`config.mk`:
```
export PLATFORM = sky130hd
export DESIGN_NAME = scfd_core
export DESIGN_NICKNAME = d
export VERILOG_FILES = /design/src/rtl/scfd_pkg.sv /design/src/rtl/scfd_sync2.sv /design/src/rtl/scfd_core.sv
export SDC_FILE = /design/constraint.sdc
export NUM_CORES = 1
export LEC_CHECK = 0
export BUFFER_PORTS_ARGS = -buffer_cell sky130_fd_sc_hd__buf_2
export CORE_ASPECT_RATIO = 0.75
export CORE_MARGIN = 2
export CORE_UTILIZATION = 40
export DETAILED_ROUTE_END_ITERATION = 8
export HOLD_SLACK_MARGIN = 0.05
export PLACE_DENSITY = 0.78
export SYNTH_ARGS = -nofsm -noshare
export SYNTH_HDL_FRONTEND = slang
export SYNTH_SLANG_ARGS = --single-unit
```
`constraint.sdc`:
```
create_clock -name clk -period 2.2 [get_ports clk]
set_input_delay 0.22 -clock clk [delete_from_list [all_inputs] [get_ports clk]]
set_output_delay 0.22 -clock clk [all_outputs]
set_load 0.1 [all_outputs]
```
`src/rtl/scfd_pkg.sv`:
```
// scfd_pkg: constants, types and the lock decode shared by the configuration fuse decoder.
// assumes a single 10 MHz core clock; the fuse cell itself lives outside and is read as a byte.
package scfd_pkg;

  // ---------------------------------------------------------------
  // field positions of the configuration/security byte
  // ---------------------------------------------------------------
  localparam int unsigned BIT_DSPEED  = 7;  // double_speed_select
  localparam int unsigned BIT_BOOT    = 6;  // boot_jump_select
  localparam int unsigned OSC_HI      = 5;  // osc_range_select msb
  localparam int unsigned OSC_LO      = 4;  // osc_range_select lsb
  localparam int unsigned LOCK_HI     = 2;  // lock_bit_two
  localparam int unsigned LOCK_LO     = 0;  // lock_bit_zero

  // ---------------------------------------------------------------
  // values
  // ---------------------------------------------------------------
  localparam logic [7:0]  CFG_DELIVERED = 8'hb8;    // standard mode, bootloader, 32 MHz, level 4
  localparam logic [7:0]  CFG_ERASED    = 8'hff;    // inactive, unlocked
  localparam logic [15:0] BOOT_APP      = 16'h0000;
  localparam logic [15:0] BOOT_LOADER   = 16'hf400;
  localparam logic [3:0]  CLK_PER_FAST  = 4'h6;     // clocks per instruction, fast mode
  localparam logic [3:0]  CLK_PER_STD   = 4'hc;     // clocks per instruction, standard mode
  localparam int unsigned CLK_HZ        = 10000000;

  // oscillator range codes, descending range
  localparam logic [1:0] OSC_32MHZ = 2'h3;
  localparam logic [1:0] OSC_16MHZ = 2'h2;
  localparam logic [1:0] OSC_8MHZ  = 2'h1;
  localparam logic [1:0] OSC_BAD   = 2'h0;

  // security levels
  localparam logic [2:0] LVL_1 = 3'h1;
  localparam logic [2:0] LVL_2 = 3'h2;
  localparam logic [2:0] LVL_3 = 3'h3;
  localparam logic [2:0] LVL_4 = 3'h4;

  // parallel programmer commands, taken from the command pins
  typedef enum logic [2:0] {
    SCFD_CMD_NONE,
    SCFD_CMD_READ_CFG,
    SCFD_CMD_WRITE_CFG,
    SCFD_CMD_CHIP_ERASE,
    SCFD_CMD_READ_ID,
    SCFD_CMD_WRITE_FLASH,
    SCFD_CMD_WRITE_EEPROM,
    SCFD_CMD_READ_FLASH
  } scfd_cmd_t;

  // lock bits are programmed at zero; the highest programmed bit wins
  function automatic logic [2:0] scfd_lock_level(input logic [2:0] lb);
    logic [2:0] lvl;
    lvl = LVL_1;
    if (!lb[2]) begin
      lvl = LVL_4;
    end else if (!lb[1]) begin
      lvl = LVL_3;
    end else if (!lb[0]) begin
      lvl = LVL_2;
    end
    return lvl;
  endfunction

endpackage

```
`src/rtl/scfd_sync2.sv`:
```
// scfd_sync2: two-stage synchroniser for a bundle of pin levels.
// assumes multi-bit bundles are held stable by the sender around the strobe that qualifies them.
`timescale 1ns/100ps
module scfd_sync2 #(
  parameter int unsigned W = 1
) (
  input  wire logic         clk,
  input  wire logic         srst,
  input  wire logic [W-1:0] d,
  output      logic [W-1:0] q
);

  typedef struct packed {
    logic [W-1:0] meta;
    logic [W-1:0] stable;
  } scfd_sync_t;

  scfd_sync_t s_reg;
  scfd_sync_t s_next;

  // ---------------------------------------------------------------
  // stages; the first stage feeds only the second
  // ---------------------------------------------------------------
  always_comb begin
    s_next        = s_reg;
    s_next.meta   = d;
    s_next.stable = s_reg.meta;
  end

  // the stages stay out of reset: the core latches the pin level on the first edge after
  // release, so the stages must hold the settled pin by then and not a cleared zero
  always_ff @(posedge clk) begin
    s_reg <= s_next;
  end

  assign q = s_reg.stable;

endmodule

```
`src/rtl/scfd_core.sv`:
```
// scfd_core: decoder and guard for the nonvolatile configuration and security byte.
// assumes the fuse byte is read combinationally on the core clock and that the parallel
// programmer pins are asynchronous and held stable while their strobe is high.
`timescale 1ns/100ps
module scfd_core
  import scfd_pkg::*;
#(
  parameter logic [7:0] ID_MAKER  = 8'h5a,  // arbitrary value
  parameter logic [7:0] ID_FAMILY = 8'h3c,  // arbitrary value
  parameter logic [7:0] ID_MEMORY = 8'h21,  // arbitrary value
  parameter logic [7:0] ID_NAME   = 8'h07   // arbitrary value
) (
  input  wire logic        clk,
  input  wire logic        srst,
  // fuse cell
  input  wire logic [7:0]  nv_byte,
  output      logic        nv_wr,
  output      logic [7:0]  nv_wdata,
  // parallel programmer pins (asynchronous)
  input  wire logic        prog_mode,
  input  wire logic        prog_strobe,
  input  wire logic [2:0]  prog_cmd,
  input  wire logic [1:0]  prog_addr,
  input  wire logic [7:0]  prog_wdata,
  output      logic [7:0]  prog_rdata,
  output      logic        prog_ack,
  output      logic        prog_refused,
  // flash and eeprom engines
  input  wire logic [7:0]  flash_rdata,
  output      logic        flash_wr_req,
  output      logic        eeprom_wr_req,
  output      logic        flash_erase_req,
  // core and pins
  input  wire logic        external_access_pin,
  input  wire logic        ssb_isp_block,
  input  wire logic        xaf_req_fw,
  input  wire logic        xaf_req_core,
  output      logic        xaf_grant,
  output      logic        isp_code_access,
  output      logic        double_speed_mode,
  output      logic [3:0]  clocks_per_instr,
  output      logic [15:0] boot_addr,
  output      logic [1:0]  osc_range_select,
  output      logic [2:0]  security_level,
  output      logic        code_read_block,
  output      logic        par_prog_block,
  output      logic        par_verify_block,
  output      logic        ext_exec_block,
  output      logic        ext_access_eff,
  output      logic        cfg_loaded
);

  // ---------------------------------------------------------------
  // state
  // ---------------------------------------------------------------
  typedef struct packed {
    logic        loaded;
    logic        strobe_d;
    logic [7:0]  cfg;
    logic        ea_latched;
    logic        ea_eff;
    logic [2:0]  level;
    logic        blk_code;
    logic        blk_prog;
    logic        blk_verify;
    logic        blk_exec;
    logic        isp_ok;
    logic        xaf_ok;
    logic [7:0]  rdata;
    logic        ack;
    logic        refused;
    logic        nv_wr;
    logic [7:0]  nv_wdata;
    logic        fl_wr;
    logic        ee_wr;
    logic        erase;
  } scfd_state_t;

  scfd_state_t r_reg;
  scfd_state_t r_next;

  logic [15:0] sy;
  logic        sy_ea;
  logic        sy_en;
  logic        sy_strobe;
  scfd_cmd_t   sy_cmd;
  logic [1:0]  sy_addr;
  logic [7:0]  sy_wdata;
  logic        take;

  // ---------------------------------------------------------------
  // pin synchronisers
  // ---------------------------------------------------------------
  scfd_sync2 #(.W(16)) u_sync (
    .clk  (clk),
    .srst (srst),
    .d    ({external_access_pin, prog_mode, prog_strobe, prog_cmd, prog_addr, prog_wdata}),
    .q    (sy)
  );

  assign sy_ea     = sy[15];
  assign sy_en     = sy[14];
  assign sy_strobe = sy[13];
  assign sy_cmd    = scfd_cmd_t'(sy[12:10]);
  assign sy_addr   = sy[9:8];
  assign sy_wdata  = sy[7:0];

  // one request per rising strobe, only in programming mode and once the byte is known
  assign take = sy_strobe & ~r_reg.strobe_d & sy_en & r_reg.loaded;

  // ---------------------------------------------------------------
  // next state
  // ---------------------------------------------------------------
  always_comb begin
    r_next          = r_reg;
    r_next.strobe_d = sy_strobe;
    r_next.ack      = 1'b0;
    r_next.refused  = 1'b0;
    r_next.nv_wr    = 1'b0;
    r_next.fl_wr    = 1'b0;
    r_next.ee_wr    = 1'b0;
    r_next.erase    = 1'b0;

    // sample once after reset release; later fuse writes wait for the next reset
    if (!r_reg.loaded) begin
      r_next.loaded     = 1'b1;
      r_next.cfg        = nv_byte;
      r_next.ea_latched = sy_ea;
      r_next.level      = scfd_lock_level(nv_byte[LOCK_HI:LOCK_LO]);
    end

    // protection levels nest: each level keeps the blocks of the one below
    r_next.blk_code   = r_next.level >= LVL_2;
    r_next.blk_prog   = r_next.level >= LVL_2;
    r_next.blk_verify = r_next.level >= LVL_3;
    r_next.blk_exec   = r_next.level == LVL_4;
    // from level 2 the access pin is the value caught after reset
    r_next.ea_eff     = (r_next.level >= LVL_2) ? r_reg.ea_latched : sy_ea;
    // in-system access ignores the lock level; the software security bits decide
    r_next.isp_ok     = ~ssb_isp_block;
    // program-space fetches reach the extra page only while xaf_req_fw is also high
    r_next.xaf_ok     = xaf_req_fw | (sy_en & ~xaf_req_core);

    // programmer commands; the byte has no other access path
    if (take) begin
      r_next.ack = 1'b1;
      case (sy_cmd)
        SCFD_CMD_READ_CFG: begin
          r_next.rdata = nv_byte;
        end
        SCFD_CMD_WRITE_CFG: begin
          if (sy_wdata[OSC_HI:OSC_LO] == OSC_BAD) begin
            r_next.ack     = 1'b0;  // forbidden oscillator code never reaches the fuse
            r_next.refused = 1'b1;
          end else begin
            r_next.nv_wr    = 1'b1;
            // lock bits only program downward, so only an erase can unlock
            r_next.nv_wdata = {sy_wdata[7:3], sy_wdata[LOCK_HI:LOCK_LO] & nv_byte[LOCK_HI:LOCK_LO]};
          end
        end
        SCFD_CMD_CHIP_ERASE: begin
          r_next.erase    = 1'b1;
          r_next.nv_wr    = 1'b1;
          r_next.nv_wdata = CFG_ERASED;
        end
        SCFD_CMD_READ_ID: begin
          // reference bytes are open at every level
          case (sy_addr)
            2'h0:    r_next.rdata = ID_MAKER;
            2'h1:    r_next.rdata = ID_FAMILY;
            2'h2:    r_next.rdata = ID_MEMORY;
            default: r_next.rdata = ID_NAME;
          endcase
        end
        SCFD_CMD_WRITE_FLASH, SCFD_CMD_WRITE_EEPROM: begin
          if (r_reg.blk_prog) begin
            r_next.ack     = 1'b0;
            r_next.refused = 1'b1;
          end else begin
            r_next.fl_wr = sy_cmd == SCFD_CMD_WRITE_FLASH;
            r_next.ee_wr = sy_cmd == SCFD_CMD_WRITE_EEPROM;
          end
        end
        SCFD_CMD_READ_FLASH: begin
          if (r_reg.blk_verify) begin
            r_next.ack     = 1'b0;
            r_next.refused = 1'b1;
            r_next.rdata   = 8'hff;
          end else begin
            r_next.rdata = flash_rdata;
          end
        end
        default: begin
          r_next.ack     = 1'b0;
          r_next.refused = 1'b1;
        end
      endcase
    end
  end

  // ---------------------------------------------------------------
  // registers; until sampled the settings match the delivered byte
  // ---------------------------------------------------------------
  always_ff @(posedge clk) begin
    if (srst) begin
      r_reg            <= '0;
      r_reg.cfg        <= CFG_DELIVERED;
      r_reg.level      <= LVL_4;
      r_reg.blk_code   <= 1'b1;
      r_reg.blk_prog   <= 1'b1;
      r_reg.blk_verify <= 1'b1;
      r_reg.blk_exec   <= 1'b1;
      r_reg.rdata      <= 8'hff;
      r_reg.nv_wdata   <= CFG_ERASED;
    end else begin
      r_reg <= r_next;
    end
  end

  // ---------------------------------------------------------------
  // outputs
  // ---------------------------------------------------------------
  assign nv_wr             = r_reg.nv_wr;
  assign nv_wdata          = r_reg.nv_wdata;
  assign prog_rdata        = r_reg.rdata;
  assign prog_ack          = r_reg.ack;
  assign prog_refused      = r_reg.refused;
  assign flash_wr_req      = r_reg.fl_wr;
  assign eeprom_wr_req     = r_reg.ee_wr;
  assign flash_erase_req   = r_reg.erase;
  assign xaf_grant         = r_reg.xaf_ok;
  assign isp_code_access   = r_reg.isp_ok;
  // speed bit at zero means the fast six-clock mode
  assign double_speed_mode = ~r_reg.cfg[BIT_DSPEED];
  assign clocks_per_instr  = r_reg.cfg[BIT_DSPEED] ? CLK_PER_STD : CLK_PER_FAST;
  assign boot_addr         = r_reg.cfg[BIT_BOOT] ? BOOT_APP : BOOT_LOADER;
  // a forbidden code in the fuse is run at the widest range rather than an unknown one
  assign osc_range_select  = (r_reg.cfg[OSC_HI:OSC_LO] == OSC_BAD) ? OSC_32MHZ : r_reg.cfg[OSC_HI:OSC_LO];
  assign security_level    = r_reg.level;
  assign code_read_block   = r_reg.blk_code;
  assign par_prog_block    = r_reg.blk_prog;
  assign par_verify_block  = r_reg.blk_verify;
  assign ext_exec_block    = r_reg.blk_exec;
  assign ext_access_eff    = r_reg.ea_eff;
  assign cfg_loaded        = r_reg.loaded;
endmodule

```
# Word-level counts from Yosys, hierarchy flattened
# Index checks and enable logic that the tools add are counted.
[classes] eq_ne=11 mux=23 n_lt_le_gt_ge=2 n_reduce_logical=11 n_bitwise=12
[ops] op="$mux W43" count=1
[ops] op="$pmux W8 S3" count=1
[ops] op="$mux W22" count=1
[ops] op="$pmux W7 S3" count=1
[ops] op="$mux W9" count=2
[ops] op="$pmux W9 S2" count=1
[ops] op="$mux W16" count=1
[ops] op="$mux W2" count=8
[ops] op="$eq A3 B3 Y1 const B" count=5
[ops] op="$mux W8" count=1
[ops] op="$pmux W2 S4" count=1
[ops] op="$eq A3 B2 Y1 const B" count=2
[ops] op="$ge A3 B2 Y1 const B" count=2
[ops] op="$logic_not A2 Y1" count=3
[ops] op="$mux W3" count=2
[ops] op="$not A1 Y1" count=6
[ops] op="$and A1 B1 Y1" count=4
[ops] op="$mux W4" count=1
[ops] op="$reduce_or A2 Y1" count=2
[ops] op="$reduce_or A4 Y1" count=1
[ops] op="$and A3 B3 Y3" count=1
[ops] op="$eq A3 B1 Y1 const B" count=1
[ops] op="$reduce_and A3 Y1" count=1
[ops] op="$reduce_bool A3 Y1" count=1
[ops] op="8 further kinds" count=9
[word_totals] output_inout_bits=56 word_cells=80 in_bits=37 reg_bits=74

# Longest topological paths before layout
# Gate-level depths: netlist of run 1.
[depth] ltp_word=7 mapped_depth=6 mapped_depth_nobuf=6

# Cells and area by module
# Synthesis of run 1 repeated with hierarchy kept, for this count alone.
[hier_totals] hier_cells=283 hier_area_um2=2723.9
[by_module_without_submodules] mod="scfd_core" instances=1 area_per_inst_um2=2083.2 cells_per_inst=251 seq_area_each_um2=760.7
[by_module_without_submodules] mod="scfd_sync2" instances=1 area_per_inst_um2=640.6 cells_per_inst=32 seq_area_each_um2=640.6

# Worst setup path after synthesis of run 1
# OpenSTA, ideal clock, no wires.
[synth_path] kind="flip-flop to flip-flop" start="register r_reg, in the netlist cfg_loaded" end="register, netlist name nv_wdata[6]" path_stages_with_launch=5 arrival_time_ns=2.117 required_ns=2.083 setup_ns=0.117 setup_slack_ns=-0.034 synth_period_minus_slack_ns=2.234 n_path_buf=0 cell_sequence="dfxtp_1 > and4b_1 > nand3_1 > or4_1 > o22a_1"
[synth_via] elab_chain_len=2
[synth_rtl] item="start, declared" line="scfd_core.sv:79" text="scfd_state_t r_reg;"
[synth_rtl] item="start signal, assigned" line="scfd_core.sv:216" text="r_reg <= r_next;"
[synth_rtl] item="$and A1 B1 Y1" line="scfd_core.sv:109" text="assign take = sy_strobe & ~r_reg.strobe_d & sy_en & r_reg.loaded;"
[synth_rtl] item="$reduce_and A3 Y1 (no source line)"
# No other way between the ends.
# A chain may end at the register's enable or synchronous reset.

# Worst setup path after layout of run 1
[layout_path] start="register u_sync.s_reg, in the netlist u_sync.q[8]" end="register r_reg, in the netlist prog_rdata[0]"
[layout_via] elab_chain_len=3 elab_cells_between_ends=5 classes_between="eq/ne: 2; mux: 2; reduce/logical: 1"
[layout_rtl] item="start, declared" line="scfd_sync2.sv:18" text="scfd_sync_t s_reg;"
[layout_rtl] item="start signal, assigned" line="scfd_sync2.sv:33" text="s_reg <= s_next;"
[layout_rtl] item="$eq A2 B2 Y1 (tied with other cells)" line="scfd_core.sv:168" text="case (sy_addr)"
[layout_rtl] item="$pmux W7 S3 (*)" line="scfd_core.sv:168"
[layout_rtl] item="$pmux W8 S3 (*)" line="scfd_core.sv:147" text="case (sy_cmd)"
# Every way passes the cells marked *; elsewhere a longest branch is shown, timed or not.

==> run summary, run 1 <==
post-route clock skew: 0.00919 ns
power density relative to cell area: 857 mW/mm^2
achievable clock frequency: 500 MHz
Hold Path Sink: xaf_grant
minimum setup slack in the final design: 0.201 ns
part of the Yosys area used for sequential elements: 0.527
part of the cycle the worst path needs: 0.909
final setup vio count: 0
mapped cell area: 0.00266 mm^2
y dimension of the die: 74.6 um
aggregate routed wire length: 5.85 mm
largest family of logic cells by synthesized area: buffers and inverters
antenna violations before repair: 0
vias post-DR: 2068
number of global-route vias before repair: 1955
clock root buffer master: sky130_fd_sc_hd__clkbuf_8
type of the setup path with the least slack: register to register
Placement Setup Slack: 0.238 ns
max-capacitance violation count: 0
TritonCTS sink count: 70
share of synthesized area spent on multiplexers: 0.0263
remaining max-slew budget at the tightest pin: 0.580
combined global-route utilization of all metal layers: 0.167
slack of the worst reg-to-reg path: 0.20 ns
ordered cell list for the critical path: inv_1 > ha_1 > or4_1 > o31a_1 > a32o_1 > a221o_1
clock period minus worst slack: 2.00 ns
Remaining DRCs: 0
die area: 0.00733 mm^2
library cell contributing the largest single delay on the critical path: sky130_fd_sc_hd__or4_1
number of DRC violations after detailed-routing iteration 0: 161
critical path arrival: 2.23 ns
Post-synth EDFFs: 0
post-detailed-route via-to-cell ratio: 4.85
synthesized-area fraction occupied by adder cells: 0.0235
proportion of layout cells with a drive suffix above 1: 0.284
share of synthesized cell area in and, or, nand and nor gates: 0.142
number of buffers and inverters on the critical path: 1
total of flip-flops plus latches after synthesis: 70
cell class contributing the biggest share of worst-path delay: compound AO/OA/AOI/OAI gates
peak supply drop: 0.000465 V
Cell Rows: 25
terminus of the critical flop-to-flop path: prog_rdata[0]
placer's final routability congestion estimate: 0.856
largest fanout on the critical path: 3
hold path startpoint: xaf_req_fw
Final Net Count: 382
Worst-Margin Slew: 0.624 ns
xor and xnor fraction of the mapped netlist area: 0.00329
total global routing overflow: 0
average cell area after synthesis: 9.89 um^2
Die X-Extent: 98.2 um
Initial Utilization: 0.417
Worst Path Required: 2.43 ns
maximum root-to-sink buffer count: 2
Static Leakage: 1.43 nW
setup fix buffers added after clock tree synthesis: 0
total number of yosys warnings: 0
first-pass iteration count of the detailed router: 4
run status: finished, final reports clean
clock-pin slew on the worst setup and hold paths: 0.07 ns
Detail Placement HPWL: 4.30 mm
number of diodes: 0
delay of the slowest cell on the worst path: 0.52 ns
area share of the largest cell type after synthesis: 0.527
setup TNS after final layout: 0 ns
Boundary Pins: 93
instance count of the mapped netlist: 269
kind of end point of the critical path: register
Netlist cell types: 44
number of port buffers: 79
Min-Delay Path Depth: 3
fraction of registers with async set or reset after synthesis: 0
number of nets with antenna violations after routing: 0
# H-tree levels: 3
leading post-synthesis cells by cell area: sky130_fd_sc_hd__dfxtp_1 (53%), sky130_fd_sc_hd__buf_4 (11%), sky130_fd_sc_hd__nor2_1 (3.1%)
worst reg2reg startpoint: u_sync.q[8]
Worst-Skew Late Latency: 0.34 ns
Area growth, synth to finish: 20.9%
wire length of the first global-routing pass: 9.31 mm
TritonCTS clock tree: built
most frequent cells in the layout: sky130_fd_sc_hd__buf_2 (79), sky130_fd_sc_hd__dfxtp_1 (69), sky130_fd_sc_hd__nor2_1 (22)
commonest non-fill, non-tap cell in the layout: sky130_fd_sc_hd__buf_2
Synth Flop Type: sky130_fd_sc_hd__dfxtp_1
TritonCTS Buffers: 9
final count of hold timing violations: 0
pin count of the biggest net entering global routing: 18
average routed wire per standard cell: 13.7 um
largest area contributor in the netlist: sky130_fd_sc_hd__dfxtp_1
share of the synthesized area in compound gates (AO/OA/AOI/OAI): 0.130
unrepaired setup endpoints after global routing: no
area of the core region: 0.00638 mm^2
worst hold path class: primary input to register
startpoint type of the worst setup path: register
cell count of the worst reg-to-reg path: 6
number of gates resized after cts: 0
Final Max Tran Viols: 0
-- tightest hold or removal path, cell delays in order --
cell and delay (ns):
sky130_fd_sc_hd__buf_2 0.07, sky130_fd_sc_hd__a21oi_1 0.03, sky130_fd_sc_hd__nor2_1 0.07
-- repair_timing --
item / 4_1_cts / 5_1_grt
endpoints found under the hold margin: 17 / 0
endpoints found under the setup margin: 0 / 0
hold buffers: 17 / 0
-- kinds of logic (layout without fill, tap and decap cells) --
logic type | Yosys count | count (layout)
AO/OA/AOI/OAI | 47 | 47
XOR/XNOR | 1 | 1
adder cells (fa/ha/maj) | 5 | 5
buffers and inverters | 61 | 126
flip-flops | 70 | 70
multiplexers | 7 | 7
other | 2 | 13
AND/OR/NAND/NOR | 76 | 76
-- how the worst max path moves through the flow --
stage | cells after the start | slack [ns] | to | start
5_1_grt | 6 | 0.11 | prog_rdata[0] | u_sync.q[8]
3_3_place_gp | 6 | 0.33 | prog_rdata[0] | u_sync.q[8]
4_1_cts | 6 | 0.20 | prog_rdata[0] | u_sync.q[8]
6_report | 6 | 0.20 | prog_rdata[0] | u_sync.q[8]
2_1_floorplan | 4 | 0.33 | nv_wdata[6] | cfg_loaded
3_5_place_dp | 6 | 0.24 | prog_rdata[0] | u_sync.q[8]
-- cells in the mapped netlist, drive strengths merged, types with 2 or more instances --
library cell	n
or4	3
a221o	2
buf	43
a2bb2oi	3
ha	5
nand3	2
nand2b	8
a22oi	3
a21oi	7
nor3	6
o2bb2ai	3
mux2i	7
nor2b	3
o311ai	3
conb	2
nor2	22
clkbuf	7
o21ai	7
o22a	5
o22ai	4
nor3b	2
dfxtp	70
a32oi	2
or3	2
inv	11
nand2	21
nor4	3
-- metal layers --
| layer | routed length (um) | up-vias | GRT usage |
|---|---|---|---|
| met5 | 0 | - | 0 |
| met4 | 63 | 0 | 0.0609 |
| met3 | 637 | 6 | 0.0873 |
| met2 | 2570 | 102 | 0.254 |
| met1 | 2570 | 947 | 0.207 |
| li1 | - | 1013 | - |
-- final cells by class --
class	count	area (um^2)
fill	612	3160
sequential	70	1400
multi-input combinational	149	916
timing repair buffer	99	588
clock buffer	12	145
tap	81	101
inverter	11	41.3
clock inverter	4	22.5
-- report_power, final --
group          internal [mW]  switching, mW  leakage [nW]
registers               1.32         0.0368         0.581
clock network          0.434          0.443        0.0861
logic                  0.115          0.406         0.765
-- metrics by stage --
| step | cells | utilization | power [mW] | hold slack (ns) | cell area, um^2 |
|---|---|---|---|---|---|
| floorplan | 280 | - | 1.83 | 0.248 | 2700 |
| global placement | 393 | 0.451 | 1.88 | 0.310 | 2880 |
| detailed placement | 393 | 0.451 | 1.89 | 0.312 | 2880 |
| CTS | 426 | 0.504 | 2.79 | 0.0752 | 3220 |
| global route | 426 | 0.504 | 2.88 | 0.0778 | 3220 |
| finish | 426 | 0.504 | 2.76 | 0.0848 | 3220 |
Power figures use the tool's default switching activity.
==> inputs of run 2 (changes only) <==
REMOVE_ABC_BUFFERS = 1   (was unset)
==> run 2 against run 1 <==
Effect of this change: clock skew down 0.0039 ns; utilization up 0.86 points; die area unchanged; critical path type unchanged; critical endpoint unchanged; highest routed layer unchanged.
==> run summary, run 2 (synthesis gave the netlist of run 1 again) <==
run status: finished, final reports clean (unchanged)
Cell Rows: 25 (unchanged)
kind of end point of the critical path: register (unchanged)
number of buffers and inverters on the critical path: 1 (unchanged)
Worst-Skew Late Latency: 0.34 ns (about the same)
antenna violations before repair: 0 (unchanged)
Final Net Count: 384 (was 382)
pin count of the biggest net entering global routing: 21 (was 18)
startpoint type of the worst setup path: register (unchanged)
Initial Utilization: 0.417 (unchanged)
number of global-route vias before repair: 1933 (was 1955)
delay of the slowest cell on the worst path: 0.51 ns (was 0.52 ns)
terminus of the critical flop-to-flop path: prog_rdata[0] (unchanged)
vias post-DR: 2031 (was 2068)
achievable clock frequency: 522 MHz (was 500 MHz)
cell count of the worst reg-to-reg path: 6 (unchanged)
average routed wire per standard cell: 13.5 um (was 13.7 um)
TritonCTS sink count: 70 (unchanged)
commonest non-fill, non-tap cell in the layout: sky130_fd_sc_hd__buf_2 (unchanged)
hold path startpoint: xaf_req_fw (unchanged)
proportion of layout cells with a drive suffix above 1: 0.291 (was 0.284)
remaining max-slew budget at the tightest pin: 0.585 (was 0.580)
final count of hold timing violations: 0 (unchanged)
Remaining DRCs: 0 (unchanged)
Worst Path Required: 2.43 ns (about the same)
largest fanout on the critical path: 3 (unchanged)
Static Leakage: 1.45 nW (was 1.43 nW)
share of the core filled with cells: 0.513 (was 0.504)
number of DRC violations after detailed-routing iteration 0: 109 (was 161)
Boundary Pins: 93 (unchanged)
die area: 0.00733 mm^2 (unchanged)
library cell contributing the largest single delay on the critical path: sky130_fd_sc_hd__or4_1 (unchanged)
Detail Placement HPWL: 4.22 mm (was 4.30 mm)
TritonCTS Buffers: 9 (unchanged)
cell class contributing the biggest share of worst-path delay: compound AO/OA/AOI/OAI gates (unchanged)
power density relative to cell area: 895 mW/mm^2 (was 857 mW/mm^2)
number of port buffers: 79 (unchanged)
aggregate routed wire length: 5.77 mm (was 5.85 mm)
Die X-Extent: 98.2 um (unchanged)
post-detailed-route via-to-cell ratio: 4.75 (was 4.85)
worst reg2reg startpoint: u_sync.q[8] (unchanged)
maximum root-to-sink buffer count: 2 (unchanged)
wire length of the first global-routing pass: 9.23 mm (was 9.31 mm)
Area growth, synth to finish: 22.9% (was 20.9%)
worst hold path class: primary input to register (unchanged)
Final Max Tran Viols: 0 (unchanged)
Hold Path Sink: xaf_grant (unchanged)
placer's final routability congestion estimate: 0.861 (was 0.856)
startpoint of the worst setup timing path: u_sync.q[8] (unchanged)
type of the setup path with the least slack: register to register (unchanged)
post-route clock skew: 0.00525 ns (was 0.00919 ns)
setup fix buffers added after clock tree synthesis: 0 (unchanged)
# H-tree levels: 3 (unchanged)
peak supply drop: 0.000467 V (was 0.000465 V)
Worst-Margin Slew: 0.617 ns (was 0.624 ns)
TritonCTS clock tree: built (unchanged)
total global routing overflow: 0 (unchanged)
Min-Delay Path Depth: 3 (unchanged)
first-pass iteration count of the detailed router: 4 (unchanged)
part of the cycle the worst path needs: 0.871 (was 0.909)
worst-case hold slack: 0.0869 ns (was 0.0848 ns)
slack of the worst reg-to-reg path: 0.28 ns (was 0.20 ns)
total power of the final layout: 2.93 mW (was 2.76 mW)
number of nets with antenna violations after routing: 0 (unchanged)
critical path arrival: 2.15 ns (was 2.23 ns)
most frequent cells in the layout: sky130_fd_sc_hd__buf_2 (79), sky130_fd_sc_hd__dfxtp_1 (70), sky130_fd_sc_hd__nor2_1 (22) (was sky130_fd_sc_hd__buf_2 (79), sky130_fd_sc_hd__dfxtp_1 (69), sky130_fd_sc_hd__nor2_1 (22))
area of the core region: 0.00638 mm^2 (unchanged)
combined global-route utilization of all metal layers: 0.167 (about the same)
unrepaired setup endpoints after global routing: no (unchanged)
max-capacitance violation count: 0 (unchanged)
number of diodes: 0 (unchanged)
clock-pin slew on the worst setup and hold paths: 0.07 ns (about the same)
y dimension of the die: 74.6 um (unchanged)
clock root buffer master: sky130_fd_sc_hd__clkbuf_8 (unchanged)
final setup vio count: 0 (unchanged)
clock period minus worst slack: 1.92 ns (was 2.00 ns)
ordered cell list for the critical path: inv_1 > ha_1 > or4_1 > o31a_1 > a32o_1 > a221o_1 (unchanged)
## run 2: cell count changes in the layout (fill, tap and decap cells not counted)
cell,delta
sky130_fd_sc_hd__bufinv_16,+1
sky130_fd_sc_hd__clkbuf_1,-2
sky130_fd_sc_hd__dfxtp_2,-1
sky130_fd_sc_hd__clkbuf_8,+1
sky130_fd_sc_hd__buf_4,+2
sky130_fd_sc_hd__clkinv_2,-2
sky130_fd_sc_hd__clkinvlp_4,+2
sky130_fd_sc_hd__dfxtp_1,+1
## run 2: metal layers
metal / wire [um] / part of all wire / vias up / global-route usage
met5: 0 / 0 / - / 0
met4: 48 / 0.0083 / 0 / 0.0594
met3: 446 / 0.077 / 6 / 0.0752
met2: 2600 / 0.45 / 83 / 0.261
met1: 2670 / 0.46 / 923 / 0.208
li1: - / - / 1019 / -
## run 2: timing repair
action                     CTS  global route
hold buffers                17             0
hold endpoints to repair    17             0
setup endpoints to repair    0             0
gates resized for setup      0             0
## run 2: layout make-up
cell class,instances,area (um^2)
Fill cell,576,3110
Multi-Input combinational cell,149,916
Sequential cell,70,1400
Timing Repair Buffer,101,603
Clock buffer,11,151
Tap cell,81,101
Inverter,11,41.3
Clock inverter,5,57.6
## run 2: per-stage QoR
step	worst slack (ns)	TNS, ns	std cells	cell area [um^2]
6_report	0.284	0	428	3270
5_1_grt	0.129	0	428	3270
4_1_cts	0.281	0	428	3270
3_5_place_dp	0.295	0	395	2890
3_3_place_gp	0.339	0	395	2890
2_1_floorplan	-1.14	-7.46	230	2360
## run 2: power breakdown
group | switching [mW] | internal (mW)
clock | 0.464 | 0.582
combinational | 0.412 | 0.117
sequential | 0.0314 | 1.32
## run 2: how the worst max path moves through the flow
stage                    end  slack (ns)  cells past startpoint
2_1_floorplan  boot_addr[10]       -1.14                      1
3_3_place_gp   prog_rdata[0]        0.34                      6
3_5_place_dp   prog_rdata[0]        0.29                      6
4_1_cts        prog_rdata[0]        0.28                      6
5_1_grt        prog_rdata[0]        0.13                      6
6_report       prog_rdata[0]        0.28                      6
## run 2: tightest hold or removal path, cell delays in order
cell and delay, ns:
sky130_fd_sc_hd__buf_2 0.08, sky130_fd_sc_hd__a21oi_1 0.03, sky130_fd_sc_hd__nor2_1 0.07
